===== src/rtl/wkm_pkg.sv =====
// package for the wake-up source manager: constants, types and field layout
// assumes a single slow always-on clock and a synchronous power-on reset
// Behaviour
// - all wake-up sources are treated alike, with no arbitration order.
// - the first valid event on an enabled source starts the wake sequence.
// - each firing source latches its own flag, even after wake began.
// - software clears each latched flag by a write.
// - no event is lost; a set in the same cycle as its clear wins.
// - after power-on reset only bus wake and monitor inputs are enabled.
// - after power-on reset every port pin is disabled as a wake-up source.
// - software enables or disables each source individually.
// - each monitor and port input selects rising, falling or both edges.
// - stop mode drops the core pll and stops, not unpowers, the core.
// - the measurement unit is on throughout active, off in stop and sleep.
// - wake-up and cyclic logic run on the always-on slow clock.
package wkm_pkg;
    localparam int WKM_N_MON = 4;
    localparam int WKM_N_PORT = 11;
    // source vector layout: bit 0 bus wake, then monitors, then port pins
    localparam int WKM_BUS_POS = 0;
    localparam int WKM_MON_POS = 1;
    localparam int WKM_PORT_POS = WKM_MON_POS + WKM_N_MON;
    localparam int WKM_N_SRC = WKM_PORT_POS + WKM_N_PORT;
    localparam logic [WKM_N_SRC-1:0] WKM_EN_RST = 16'h001f;
    localparam logic [WKM_N_SRC-1:0] WKM_FLAG_RST = 16'h0000;
    // sequence length in slow clock cycles before wake is signalled done
    localparam logic [3:0] WKM_SEQ_CYC = 4'h4;
    localparam logic [3:0] WKM_CNT_RST = 4'h0;

    typedef enum logic [1:0] {
        WKM_EDGE_RISE = 2'h1,
        WKM_EDGE_FALL = 2'h2,
        WKM_EDGE_BOTH = 2'h3
    } wkm_edge_e;

    typedef enum logic [1:0] {
        WKM_MODE_ACTIVE = 2'h0,
        WKM_MODE_STOP = 2'h1,
        WKM_MODE_SLEEP = 2'h2
    } wkm_mode_e;

    typedef enum logic [1:0] {
        WKM_CYC_OFF = 2'h0,
        WKM_CYC_WAKE = 2'h1,
        WKM_CYC_SENSE = 2'h2
    } wkm_cyc_e;

    typedef enum logic [2:0] {
        WKM_ST_RUN = 3'h1,
        WKM_ST_LOWP = 3'h2,
        WKM_ST_WAKE = 3'h4
    } wkm_st_e;

    // edge select decode, used only by the edge detector
    function automatic logic wkm_edge_hit(input logic [1:0] sel,
                                          input logic prev,
                                          input logic cur);
        wkm_edge_hit = (sel[0] & ~prev & cur) | (sel[1] & prev & ~cur);
    endfunction : wkm_edge_hit
endpackage : wkm_pkg


===== src/rtl/wkm_sync.sv =====
// two-flop synchroniser bank for the asynchronous wake inputs
// assumes inputs may change at any time relative to i_clk_sys
`timescale 1ns/1ps
module wkm_sync
    import wkm_pkg::*;
#(
    parameter int W = WKM_N_SRC
) (
    input wire logic i_clk_sys,
    input wire logic i_sys_rst,
    input wire logic [W-1:0] i_async,
    input wire logic [W-1:0] i_rst_val,
    output logic [W-1:0] o_sync
);
    logic [W-1:0] meta_q;
    logic [W-1:0] sync_q;

    // reset loads the idle level tied by the parent, so no false edge follows
    always_ff @(posedge i_clk_sys) begin
        if (i_sys_rst) begin
            meta_q <= i_rst_val;
            sync_q <= i_rst_val;
        end else begin
            meta_q <= i_async;
            sync_q <= meta_q;
        end
    end

    assign o_sync = sync_q;
endmodule : wkm_sync


===== src/rtl/wkm_edge.sv =====
// per-source edge detector on synchronised inputs
// assumes inputs are already in the i_clk_sys domain
`timescale 1ns/1ps
module wkm_edge
    import wkm_pkg::*;
(
    input wire logic i_clk_sys,
    input wire logic i_sys_rst,
    input wire logic [WKM_N_SRC-1:0] i_sig,
    input wire logic [2*WKM_N_SRC-1:0] i_sel,
    output logic [WKM_N_SRC-1:0] o_hit
);
    logic [WKM_N_SRC-1:0] prev_q;
    logic primed_q;
    logic [WKM_N_SRC-1:0] hit_w;

    // first cycle after reset only seeds history, avoiding a spurious edge
    always_ff @(posedge i_clk_sys) begin
        if (i_sys_rst) begin
            prev_q <= '0;
            primed_q <= 1'b0;
        end else begin
            prev_q <= i_sig;
            primed_q <= 1'b1;
        end
    end

    for (genvar g = 0; g < WKM_N_SRC; g++) begin : g_hit
        assign hit_w[g] = primed_q
            & wkm_edge_hit(i_sel[2*g +: 2], prev_q[g], i_sig[g]);
    end
    assign o_hit = hit_w;
endmodule : wkm_edge


===== src/rtl/wkm_top.sv =====
// wake-up source manager: source enables, edge events, sticky flags,
// wake sequence and per-mode gating outputs
// assumes i_clk_sys is the always-on slow clock and i_sys_rst is power-on
// reset; config and clear inputs come from software logic on this clock
`timescale 1ns/1ps
module wkm_top
    import wkm_pkg::*;
(
    input wire logic i_clk_sys,
    input wire logic i_sys_rst,
    input wire logic i_bus_wake,
    input wire logic [WKM_N_MON-1:0] i_monitor_input,
    input wire logic [WKM_N_PORT-1:0] i_port_pin,
    input wire logic [WKM_N_SRC-1:0] i_en_wdata,
    input wire logic i_en_we,
    input wire logic [2*WKM_N_SRC-1:0] i_edge_wdata,
    input wire logic i_edge_we,
    input wire logic [WKM_N_SRC-1:0] i_flag_clr,
    input wire logic [1:0] i_mode_req,
    input wire logic [1:0] i_cyc_cfg,
    input wire logic i_wake_ack,
    output logic [WKM_N_SRC-1:0] o_src_en,
    output logic [WKM_N_SRC-1:0] o_flags,
    output logic o_wake_start,
    output logic o_wake_busy,
    output logic [1:0] o_mode,
    output logic [1:0] o_cyc_mode,
    output logic o_core_pll_en,
    output logic o_core_stopped,
    output logic o_core_power_en,
    output logic o_meas_unit_en
);
    logic [WKM_N_SRC-1:0] raw_w;
    logic [WKM_N_SRC-1:0] sync_w;
    logic [WKM_N_SRC-1:0] hit_w;
    logic [WKM_N_SRC-1:0] ev_w;
    logic [WKM_N_SRC-1:0] en_q;
    logic [2*WKM_N_SRC-1:0] edge_q;
    logic [WKM_N_SRC-1:0] flag_q;
    logic [WKM_N_SRC-1:0] flag_d;
    wkm_st_e st_q;
    wkm_st_e st_d;
    logic [3:0] cnt_q;
    logic [3:0] cnt_d;
    logic start_q;
    logic any_ev_w;
    logic [1:0] mode_q;
    logic [1:0] cyc_q;
    logic pll_q;
    logic stop_q;
    logic pwr_q;
    logic meas_q;
    logic lowp_w;
    logic busy_q;
    logic [WKM_N_SRC-1:0] clr_only_w;

    assign raw_w = {i_port_pin, i_monitor_input, i_bus_wake};

    wkm_sync #(
        .W(WKM_N_SRC)
    ) u_sync (
        .i_clk_sys(i_clk_sys),
        .i_sys_rst(i_sys_rst),
        .i_async(raw_w),
        .i_rst_val(WKM_FLAG_RST),
        .o_sync(sync_w)
    );

    wkm_edge u_edge (
        .i_clk_sys(i_clk_sys),
        .i_sys_rst(i_sys_rst),
        .i_sig(sync_w),
        .i_sel(edge_q),
        .o_hit(hit_w)
    );

    // enables and edge selects; defaults: bus wake and monitors only
    always_ff @(posedge i_clk_sys) begin
        if (i_sys_rst) begin
            en_q <= WKM_EN_RST;
            edge_q <= {WKM_N_SRC{WKM_EDGE_BOTH}};
        end else begin
            if (i_en_we) begin
                en_q <= i_en_wdata;
            end
            if (i_edge_we) begin
                edge_q <= i_edge_wdata;
            end
        end
    end

    // flags latch every enabled source, in any state; set beats clear
    assign ev_w = hit_w & en_q;
    assign flag_d = (flag_q & ~i_flag_clr) | ev_w;
    assign any_ev_w = |ev_w;
    assign clr_only_w = i_flag_clr & ~ev_w;

    always_ff @(posedge i_clk_sys) begin
        if (i_sys_rst) begin
            flag_q <= WKM_FLAG_RST;
        end else begin
            flag_q <= flag_d;
        end
    end

    // low-power sequencer: a wake event in low power starts the sequence
    always_comb begin
        st_d = st_q;
        cnt_d = cnt_q;
        case (st_q)
            WKM_ST_RUN: begin
                cnt_d = WKM_CNT_RST;
                if (i_mode_req != WKM_MODE_ACTIVE && !any_ev_w) begin
                    st_d = WKM_ST_LOWP;
                end
            end
            WKM_ST_LOWP: begin
                if (any_ev_w) begin
                    st_d = WKM_ST_WAKE;
                end else if (i_mode_req == WKM_MODE_ACTIVE) begin
                    // a request withdrawn before any event goes back to run
                    st_d = WKM_ST_RUN;
                end
            end
            WKM_ST_WAKE: begin
                if (cnt_q != WKM_SEQ_CYC) begin
                    cnt_d = cnt_q + 4'h1;
                end else if (i_wake_ack) begin
                    st_d = WKM_ST_RUN;
                end
            end
            default: begin
                st_d = WKM_ST_RUN;
            end
        endcase
    end

    always_ff @(posedge i_clk_sys) begin
        if (i_sys_rst) begin
            st_q <= WKM_ST_RUN;
            cnt_q <= WKM_CNT_RST;
            start_q <= 1'b0;
            busy_q <= 1'b0;
        end else begin
            st_q <= st_d;
            cnt_q <= cnt_d;
            start_q <= (st_q == WKM_ST_LOWP) && any_ev_w;
            busy_q <= (st_d == WKM_ST_WAKE);
        end
    end

    // gating returns to active one edge after the wake sequence starts;
    // a withdrawn request never leaves active with the measurement unit off
    assign lowp_w = (st_q == WKM_ST_LOWP) && (i_mode_req != WKM_MODE_ACTIVE);

    always_ff @(posedge i_clk_sys) begin
        if (i_sys_rst) begin
            mode_q <= WKM_MODE_ACTIVE;
            cyc_q <= WKM_CYC_OFF;
            pll_q <= 1'b1;
            stop_q <= 1'b0;
            pwr_q <= 1'b1;
            meas_q <= 1'b1;
        end else begin
            mode_q <= lowp_w ? i_mode_req : WKM_MODE_ACTIVE;
            // cyclic operation only outside active; reserved codes read off
            cyc_q <= (lowp_w && i_cyc_cfg != 2'h3) ? i_cyc_cfg
                                                   : WKM_CYC_OFF;
            pll_q <= !lowp_w;
            stop_q <= lowp_w && i_mode_req == WKM_MODE_STOP;
            pwr_q <= !(lowp_w && i_mode_req == WKM_MODE_SLEEP);
            meas_q <= !lowp_w; // no software off in active
        end
    end

    assign o_src_en = en_q;
    assign o_flags = flag_q;
    assign o_wake_start = start_q;
    assign o_wake_busy = busy_q;
    assign o_mode = mode_q;
    assign o_cyc_mode = cyc_q;
    assign o_core_pll_en = pll_q;
    assign o_core_stopped = stop_q;
    assign o_core_power_en = pwr_q;
    assign o_meas_unit_en = meas_q;
endmodule : wkm_top


===== config.mk =====
export PLATFORM = sky130hd
export DESIGN_NAME = wkm_top
export DESIGN_NICKNAME = d
export VERILOG_FILES = /design/src/rtl/wkm_pkg.sv /design/src/rtl/wkm_sync.sv /design/src/rtl/wkm_edge.sv /design/src/rtl/wkm_top.sv
export SDC_FILE = /design/constraint.sdc
export NUM_CORES = 1
export LEC_CHECK = 0
export BUFFER_PORTS_ARGS = -buffer_cell sky130_fd_sc_hd__buf_4
export CAP_MARGIN = 20
export CELL_PAD_IN_SITES_DETAIL_PLACEMENT = 1
export CELL_PAD_IN_SITES_GLOBAL_PLACEMENT = 1
export CORE_MARGIN = 3
export CORE_UTILIZATION = 35
export DETAILED_ROUTE_END_ITERATION = 16
export PLACE_DENSITY = 0.8
export SLEW_MARGIN = 20
export SYNTH_ARGS = -nofsm -noshare
export SYNTH_HDL_FRONTEND = slang
export SYNTH_SLANG_ARGS = --single-unit

===== constraint.sdc =====
create_clock -name i_clk_sys -period 1.6 [get_ports i_clk_sys]
set_clock_uncertainty 0.2 [all_clocks]
set_input_delay 0 -clock i_clk_sys [delete_from_list [all_inputs] [get_ports i_clk_sys]]
set_output_delay 0 -clock i_clk_sys [all_outputs]
set_load 0.005 [all_outputs]

Word level (Yosys, flattened, before mapping)
Index checks and enable logic that the tools add are counted.

word-level totals
  flip-flop bits (word level) = 129
  bits of input ports = 89
  output and inout port bits = 42
  word-level logic and storage cells = 185

cells by class
  add/subtract/negate cells = 1
  equality and inequality tests = 9
  muxes and demuxes = 9
  bitwise gates (word level) = 134
  reduce and logical (&&, ||, !) cells = 16

operators with widths
  cell                                                                    number
  1-bit AND                                                               80
  1-bit inverter                                                          34
  16-bit AND                                                              2
  16-bit inverter                                                         1
  1-bit OR                                                                16
  16-bit OR                                                               1
  16-bit OR reduction                                                     1
  3-bit two-way mux                                                       5
  3-bit one-hot mux with 3 select lines                                   1
  4-bit one-hot mux with 2 select lines                                   1
  3-bit equality test (second input constant)                             2
  1-bit logical AND                                                       6
  4-bit by 1-bit adder with 4-bit output (second input constant)          1
  4-bit two-way mux                                                       1
  2-bit != test (second input constant)                                   2
  4-bit by 3-bit != test with 1-bit output (second input constant)        1
  2-bit nonzero test                                                      2
  2-bit OR reduction                                                      2
  3-bit by 1-bit equality test with 1-bit output (second input constant)  1
  3-bit by 2-bit equality test with 1-bit output (second input constant)  1
  1-bit zero test                                                         3
  2-bit by 1-bit equality test with 1-bit output (second input constant)  1
  2-bit equality test (second input constant)                             1
  2-bit zero test                                                         1
  other kinds (2)                                                         2

Depth between registers and ports, before layout
Gate-level depths: netlist of run 1.

  word-level depth = 12
  gate-level depth with buffers = 8
  depth with buffers taken out = 8

Modules after synthesis
From an unflattened synthesis of run 1, not the netlist that was laid out.

unflattened totals
  cell total of the unflattened synthesis = 449
  area total of the unflattened synthesis = 5007.3 um^2

by module, submodules not included
  module    times used  cells each  area an instance (um^2)  sequential area each (um^2)
  wkm_top   1           295         2999.1                   1601.5
  wkm_sync  1           68          1184.9                   640.6
  wkm_edge  1           86          823.3                    340.3

Worst setup path before layout of run 1
OpenSTA, ideal clock, no wires.

  path type = reg-to-reg
  start point = reg u_edge.primed_q
  end point = reg busy_q (netlist: o_wake_busy)
  setup time = 0.139 ns
  arrival = 1.315 ns
  data required time = 1.261 ns
  slack = -0.053 ns
  cell stages (with the launch flop) = 9
  path buffers = 2
  clock period less this slack = 1.653 ns
  path through = dfxtp_1 -> buf_6 -> buf_6 -> nand2_2 -> a21oi_2 -> nor4_2 -> nand4_2 -> nor3_2 -> nor3b_1

on the way
  cells in the longest elaborated chain, start to end = 8
  elaborated cells between the ends (all ways) = 24
  those cells by class = eq/ne: 1; mux: 3; bitwise: 17; reduce/logical: 3

RTL lines
  what                                     RTL line        source
  start, declared                          wkm_edge.sv:14  logic primed_q;
  start signal, assigned                   wkm_edge.sv:21  primed_q <= 1'b0;
  start signal, assigned                   wkm_edge.sv:24  primed_q <= 1'b1;
  1-bit AND                                wkm_edge.sv:30  & wkm_edge_hit(i_sel[2*g +: 2], prev_q[g], i_sig[g]);
  16-bit AND *                             wkm_top.sv:93   assign ev_w = hit_w & en_q;
  16-bit OR reduction *                    wkm_top.sv:95   assign any_ev_w = |ev_w;
  1-bit zero test                          wkm_top.sv:113  if (i_mode_req != WKM_MODE_ACTIVE && !any_ev_w) begin
  1-bit logical AND                        wkm_top.sv:113
  3-bit two-way mux                        wkm_top.sv:113
  3-bit one-hot mux with 3 select lines *  wkm_top.sv:110  case (st_q)
  3-bit equality test *                    wkm_top.sv:148  busy_q <= (st_d == WKM_ST_WAKE);
  end signal, assigned                     wkm_top.sv:148
  end, declared                            wkm_top.sv:54   logic busy_q;

Mark *: on every way between the ends. The rest lies on a longest branch, timed or not.
A chain may end at the register's enable or synchronous reset.

Final worst setup path of run 1
  start point = reg u_edge.primed_q
  end point = reg st_q[0]

on the way
  cells in the longest elaborated chain, start to end = 7
  elaborated cells between the ends (all ways) = 23
  those cells by class = mux: 3; bitwise: 17; reduce/logical: 3

RTL lines
  what                                     RTL line        source
  1-bit AND                                wkm_edge.sv:30
  16-bit AND *                             wkm_top.sv:93
  16-bit OR reduction *                    wkm_top.sv:95
  1-bit zero test                          wkm_top.sv:113
  1-bit logical AND                        wkm_top.sv:113
  3-bit two-way mux                        wkm_top.sv:113
  3-bit one-hot mux with 3 select lines *  wkm_top.sv:110
  end signal, assigned                     wkm_top.sv:145  st_q <= st_d;
  end, declared                            wkm_top.sv:41   wkm_st_e st_q;

Marked as above.

==> flow_summary.rst, run 1 <==
.. list-table::
   :header-rows: 1

   * - Metric
     - Value
   * - Number of nets still failing antenna checks after routing
     - 0
   * - Switching pwr
     - about 2400 µW
   * - Pre-Repair DR Iteration Count
     - 4
   * - Run status
     - finished with violations
   * - Setup Viol. Count Final
     - 9
   * - Launching element type of the critical path
     - register
   * - Starting density of the core
     - 0.3609
   * - Final setup margin
     - -0.4379 ns
   * - Worst Hold Class
     - in -> reg
   * - Die Wd
     - about 120 µm
   * - Maximum fanout along the worst path
     - 5
   * - Area used by multi-input combinational logic
     - 2049 µm²
   * - Seq/Total Area, Yosys
     - 0.5603
   * - Area of the mapped netlist
     - approximately 4600 µm²
   * - Number of pins with negative max-slew slack in the final report
     - 0
   * - Overall global routing resource usage
     - 0.2731
   * - Post-route cell area
     - around 8300 µm²
   * - Element type at the critical path end
     - register
   * - Via count of the first global-routing pass
     - 5222
   * - First-pass GRT wire length
     - just under 30 mm
   * - Yosys Warn Count
     - 0
   * - Growth of design area from synthesis to finish
     - 79.72%
   * - Commonest non-fill, non-tap cell in the layout
     - buf_4
   * - Violated checks
     - negative setup slack
   * - Arr. time, crit path
     - roughly 2.1 ns
   * - Layout cells sized above 1
     - 0.3014
   * - Clock network power share
     - 0.460
   * - FILL cells
     - around 1300
   * - Deepest level of the CTS H-tree
     - 4
   * - Synthesized instance count
     - 460
   * - Overflow left after global routing
     - 0
   * - Flip-flop cell with the highest count after synthesis
     - dfxtp_1
   * - Number of hold-slack violations in the final timing report
     - 0
   * - Leakage power
     - roughly 0.0037 µW
   * - Placement Rows
     - 41
   * - Total number of vias
     - ~4700
   * - Total half-perimeter wirelength after legalization and detailed placement
     - roughly 9 mm
   * - Core outline area
     - 12770 µm²
   * - Clock Sinks
     - 129
   * - IO Pins
     - between 100 and 150
   * - Setup repair after global routing missed its margin
     - yes
   * - Gpl congestion
     - ~0.78
   * - Maximum number of pins on one net before global-route repair
     - a little over 80
   * - Count of unique library cells instantiated by Yosys
     - 33
   * - Average cell area after synthesis
     - roughly 10 µm²
   * - Clock tree from TritonCTS
     - yes
   * - Switching power share of the total
     - 0.2518
   * - DRC violations left
     - 0
   * - Total die area
     - 14580 µm²
   * - Cell-internal power
     - about 7100 µW
   * - Routed wire length
     - about 21 mm
   * - Root buffer cell
     - clkbuf_16
   * - Longest Clk Path Bufs
     - 2
   * - Top achievable clock speed
     - 490.7 MHz
   * - Worst Path Required
     - roughly 1.7 ns
   * - Number of cells after detailed placement
     - about 760
   * - Crit Path Category
     - reg -> reg
   * - Clock transition at path regs
     - 0.06 ns
   * - Power per cell area
     - ~1100 nW/µm²
   * - Routed len/inst
     - between 20 and 25 µm
   * - Clock buffers created by TritonCTS
     - 17
   * - Layout Cells excl Fill
     - roughly 950
   * - Async set or reset register ratio after synthesis
     - 0
   * - Die boundary height
     - approximately 120 µm
   * - Flip-flop and latch count after synthesis
     - between 100 and 150
   * - Maximum Capacitance Violations
     - 0
   * - Worst Max-Slew Pin Slew
     - between 0.6 and 0.7 ns
   * - Maximum VDD drop
     - a little under 0.7 mV
   * - Slew Limit Headroom
     - 0.5721
   * - EDFF count, synth
     - 0
   * - Skew-Pair Late Insertion Delay
     - 0.43 ns
   * - Drt initial violations
     - about 260
   * - Antenna violations before repair
     - 1
   * - Combinational power share
     - 0.162
   * - Post-placement worst setup slack
     - -0.2782 ns
   * - Post-detailed-placement cell area
     - ~5800 µm²
   * - Sequential cell area
     - ~2600 µm²
   * - Mean number of vias per cell
     - ~5
   * - Fin nets
     - 851
   * - Total of buffers placed on input and output ports
     - 130
   * - Final Critical Period
     - 2.038 ns
   * - Mapped Nets
     - 551
   * - Power share of the sequential group
     - 0.378
   * - Most frequent cells in the layout
     - buf_4 (149), dlygate4sd3_1 (147), dfxtp_1 (119)
   * - Tcrit/Tclk final
     - 1.274
## worst paths after layout
check	from	end	slack (ns)	depth (start not counted)
worst min-delay path	i_edge_we	edge_q[0]	0.03	3
worst min register to register	u_sync.meta_q[4]	u_sync.o_sync[4]	0.24	1
worst max-delay path	u_edge.primed_q	st_q[0]	-0.44	7
worst max register to register	u_edge.primed_q	st_q[0]	-0.44	7
## power by group through the flow
stage	clock network (µW)	logic, µW	registers (µW)
detailed placement	0	931	3610
floorplan	0	516	3560
global placement	0	891	3590
CTS	4290	1320	3550
global route	4540	1640	3600
finish	4370	1540	3590
## state kept, by name, summed over array words and instances (netlist names), 2 cells and up
register,count
o_cyc_mode,2
o_mode,2
cnt_q,4
u_edge.prev_q,16
o_src_en,16
o_flags,16
st_q,3
u_sync.o_sync,16
edge_q,32
u_sync.meta_q,16
## cells in the mapped netlist, drive strengths merged, types with 6 or more instances
master	number	area, µm²
dfxtp	129	2582
nand2	56	212.7
mux2i	50	500.5
nor2b	50	312.8
a21oi	33	172.7
nor2	33	123.9
nand3b	32	240.2
inv	20	75.07
buf	11	66.31
clkbuf	11	41.29
nor3b	6	45.04
## cells by family (layout without fill, tap and decap cells)
kind of cell               after synthesis  in the layout  synth area share
and+or+nand+nor                        197            197            0.2372
buffers and inverters                   42            355           0.03963
AOI/OAI and AO/OA                       37             37           0.04316
DFF                                    129            129            0.5603
other                                    0              1                 0
muxes                                   50             50            0.1086
adders and majority gates                2              2          0.005428
xor gates and xnor gates                 3              3          0.005701
## through the flow
| stage | setup TNS (ns) | hold WS (ns) | utilization | total power [µW] |
|---|---|---|---|---|
| global route | -2.498 | 0.04212 | 0.6485 | 9784 |
| finish | -1.916 | 0.02588 | 0.6485 | 9493 |
| floorplan | -0.01268 | -0.1284 | - | 4080 |
| global placement | -0.7911 | -0.03351 | 0.4567 | 4483 |
| detailed placement | -1.020 | -0.02769 | 0.4567 | 4538 |
| CTS | -1.025 | 0.0004106 | 0.6334 | 9150 |
## critical path, cell delays in order, from the launching register on
cell	delay (ns)
dfxtp_4	0.36
buf_6	0.14
nand2_2	0.08
a21oi_2	0.07
nor4_4	0.40
nand4_4	0.22
buf_6	0.17
o211ai_1	0.29
## layer usage
metal,part of all wire,vias to the layer above,track usage,wire length (µm)
met5,0,-,0,0
met4,0.045,0,0.1424,972
met3,0.049,56,0.04911,1056
met2,0.54,201,0.5190,11640
met1,0.36,2312,0.2829,7796
li1,-,2116,-,-
## layout make-up
class                   count  area share
clock buffers              22     0.05603
well taps                 172     0.02598
repair buffers            303      0.3258
clock inverters            10     0.02190
diodes                      1   0.0003021
multi-input cells         289      0.2474
inverters                  20    0.009062
flip-flops and latches    129      0.3135
## timing repair
item	in CTS	in global routing
setup endpoints to repair	9	22
hold buffers	147	1
endpoints found under the hold margin	126	1
gates resized for setup	26	36
pin swaps	8	10
gates cloned	1	1
buffers inserted	4	3
Note: power is estimated with default switching activity, not from simulation.
==> inputs of run 2 (changes only) <==
Settings changed: CORE_MARGIN 3 to 2, SETUP_SLACK_MARGIN set to 0.2.
==> run 2 against run 1 <==
The run ends with negative hold slack, negative setup slack left. Utilization shrank 2.6 points. First-iteration DRC count fell by 18%. Wire length is 13% lower. Worst hold slack lost 0.073 ns. Register-to-register slack better by 0.18 ns.
==> flow_summary.rst, run 2 (synthesis gave the netlist of run 1 again) <==
.. list-table::
   :header-rows: 1

   * - Metric
     - Value
   * - Run status
     - finished with violations
   * - Violated checks
     - negative hold slack, negative setup slack
   * - Post-detailed-placement cell area
     - about 5900 µm²
   * - Path depth of the worst reg2reg path
     - 7
   * - Clock network power share
     - 0.443
   * - Longest Clk Path Bufs
     - 2
   * - Clock buffers created by TritonCTS
     - 17
   * - Total number of vias
     - ~4400
   * - Number of nets still failing antenna checks after routing
     - 0
   * - Switching pwr
     - 2258 µW
   * - IO Pins
     - ~130
   * - Clock tree from TritonCTS
     - yes
   * - Post-route cell area
     - between 7000 and 8000 µm²
   * - Final Critical Period
     - about 1.9 ns
   * - Maximum Capacitance Violations
     - 0
   * - First-pass GRT wire length
     - roughly 29 mm
   * - Post-placement worst setup slack
     - -0.2189 ns
   * - Worst Path Required
     - between 1.5 and 2 ns
   * - Top reg by flops
     - edge_q
   * - Ordered list of cells on the worst path
     - nand3b_1, a21oi_4, nor4_2, buf_4, nand4_4, buf_6, and3_4
   * - Cell-internal power
     - 6788 µW
   * - Maximum fanout along the worst path
     - 4
   * - Arr. time, crit path
     - approximately 2.0 ns
   * - Overall global routing resource usage
     - 0.2711
   * - Routed wire length
     - between 15 and 20 mm
   * - Total half-perimeter wirelength after legalization and detailed placement
     - about 9.2 mm
   * - Worst Max-Slew Pin Slew
     - roughly 1.0 ns
   * - Via count of the first global-routing pass
     - 5292
   * - Maximum cell stage delay along the critical path
     - approximately 0.36 ns
   * - Largest register FFs
     - 32
   * - Skew-Pair Late Insertion Delay
     - 0.42 ns
   * - Deepest level of the CTS H-tree
     - 4
   * - Switching power share of the total
     - 0.2496
   * - Final setup margin
     - -0.2595 ns
   * - Count of cells along the worst hold path
     - 3
   * - Fin nets
     - between 800 and 900
   * - Clock transition at path regs
     - roughly 0.060 ns
   * - Layout cells sized above 1
     - 0.3320
   * - Most frequent cells in the layout
     - buf_4 (151), dfxtp_1 (122), dlygate4sd3_1 (101)
   * - Total die area
     - about 14000 µm²
   * - Clock Sinks
     - approximately 130
   * - Leakage power
     - approximately 0.0035 µW
   * - Top achievable clock speed
     - around 540 MHz
   * - Commonest non-fill, non-tap cell in the layout
     - buf_4
   * - Placement Rows
     - 41
   * - Slew Limit Headroom
     - 0.3346
   * - Total of buffers placed on input and output ports
     - between 100 and 150
   * - Number of hold-slack violations in the final timing report
     - 14
   * - DRC violations left
     - 0
   * - Core outline area
     - 12720 µm²
   * - Setup repair after global routing missed its margin
     - yes
   * - Reg2Reg Setup Slack
     - -0.26 ns
   * - Growth of design area from synthesis to finish
     - 71.93%
   * - Routed len/inst
     - between 20 and 25 µm
   * - Antenna violations before repair
     - 0
   * - Hold Slack
     - -0.04758 ns
   * - Antenna fix cells
     - 0
   * - Power per cell area
     - 1141 nW/µm²
   * - Gpl congestion
     - 0.8202
   * - Tcrit/Tclk final
     - 1.162
   * - Worst Min Path Start
     - i_edge_we
   * - Combinational power share
     - 0.162
   * - Drt initial violations
     - between 200 and 250
   * - Worst r2r src
     - u_edge.prev_q[2]
   * - Die boundary height
     - 118.8 µm
   * - Launching element type of the critical path
     - register
   * - Overflow left after global routing
     - 0
   * - CP max stage cell
     - dfxtp_1
   * - Starting density of the core
     - 0.3623
   * - Root buffer cell
     - clkbuf_16
   * - Total Power Consumption
     - ~9000 µW
   * - Die Wd
     - around 120 µm
   * - Element type at the critical path end
     - register
   * - Worst hold path endpoint
     - edge_q[11]
   * - Crit Path Category
     - reg -> reg
   * - Pre-Repair DR Iteration Count
     - 4
   * - Power share of the sequential group
     - 0.395
   * - Maximum number of pins on one net before global-route repair
     - 54
   * - Maximum VDD drop
     - 0.6717 mV
   * - Mean number of vias per cell
     - ~4.8
   * - Setup Viol. Count Final
     - 9
   * - Worst Hold Class
     - in -> reg
   * - Number of pins with negative max-slew slack in the final report
     - 0
   * - Endpoint of the worst register-to-register path
     - o_wake_start
==> run 2: cell count changes in the layout (fill, tap and decap cells not counted), sizes merged, moves of 2 or more <==
cell	delta
clkinv	+2
dlymetal6s4s	+3
bufinv	-2
dlygate4sd3	-46
clkbuf	-2
buf	+5
==> run 2: routing by layer <==
metal	up-vias	track usage	part of all wire
met5	-	0	0
met4	0	0.1436	0.041
met3	60	0.06612	0.046
met2	158	0.4978	0.54
met1	2137	0.2828	0.37
li1	2043	-	-
==> run 2: final cells by class <==
type,instances,area [µm²]
clock buffer,21,470.5
clock inverter,11,135.1
fill,1377,4797
inverter,20,75.07
multi-input combinational,289,2103
sequential,129,2596
tap,172,215.2
timing repair buffer,265,2330
==> run 2: worst max-delay path by stage <==
stage | cells after the start | slack, ns | end | start
6_report | 7 | -0.26 | o_wake_start | u_edge.prev_q[2]
5_1_grt | 7 | -0.36 | o_wake_start | u_edge.prev_q[2]
4_1_cts | 8 | -0.23 | st_q[2] | u_edge.primed_q
3_5_place_dp | 7 | -0.22 | o_wake_busy | u_edge.primed_q
3_3_place_gp | 7 | -0.16 | o_wake_busy | u_edge.primed_q
2_1_floorplan | 8 | -0.005 | o_wake_busy | u_edge.primed_q
==> run 2: power groups by stage <==
stage | clock network (µW) | registers [µW] | logic, µW
after floorplan | 0 | 3560 | 522
after global placement | 0 | 3590 | 1000
after detailed placement | 0 | 3600 | 1050
after CTS | 3980 | 3550 | 1410
after global routing | 4210 | 3590 | 1580
final | 4000 | 3570 | 1470
==> run 2: what timing repair did <==
action / in CTS / in global routing
cloned: 1 / 0
hold buffers: 125 / 5
endpoints found under the setup margin: 13 / 70
hold endpoints to repair: 105 / 9
gates resized for setup: 27 / 43
buffers inserted: 2 / 1
pin swaps: 6 / 13
==> run 2: critical path: cells and delay by family (launching register included) <==
kind / cells / cell delay, ns
compound gates: 1 / 0.09
buf+inv: 2 / 0.35
flops: 1 / 0.36
simple gates: 4 / 0.77
==> run 2: stage by stage <==
| step | util | cells | TNS [ns] |
|---|---|---|---|
| after CTS | 0.6248 | 926 | -3.436 |
| after global placement | 0.4665 | 766 | -0.5674 |
| final | 0.6229 | 907 | -1.537 |
| after detailed placement | 0.4665 | 766 | -0.7991 |
| after floorplan | - | 460 | -0.009740 |
| after global routing | 0.6229 | 907 | -2.351 |
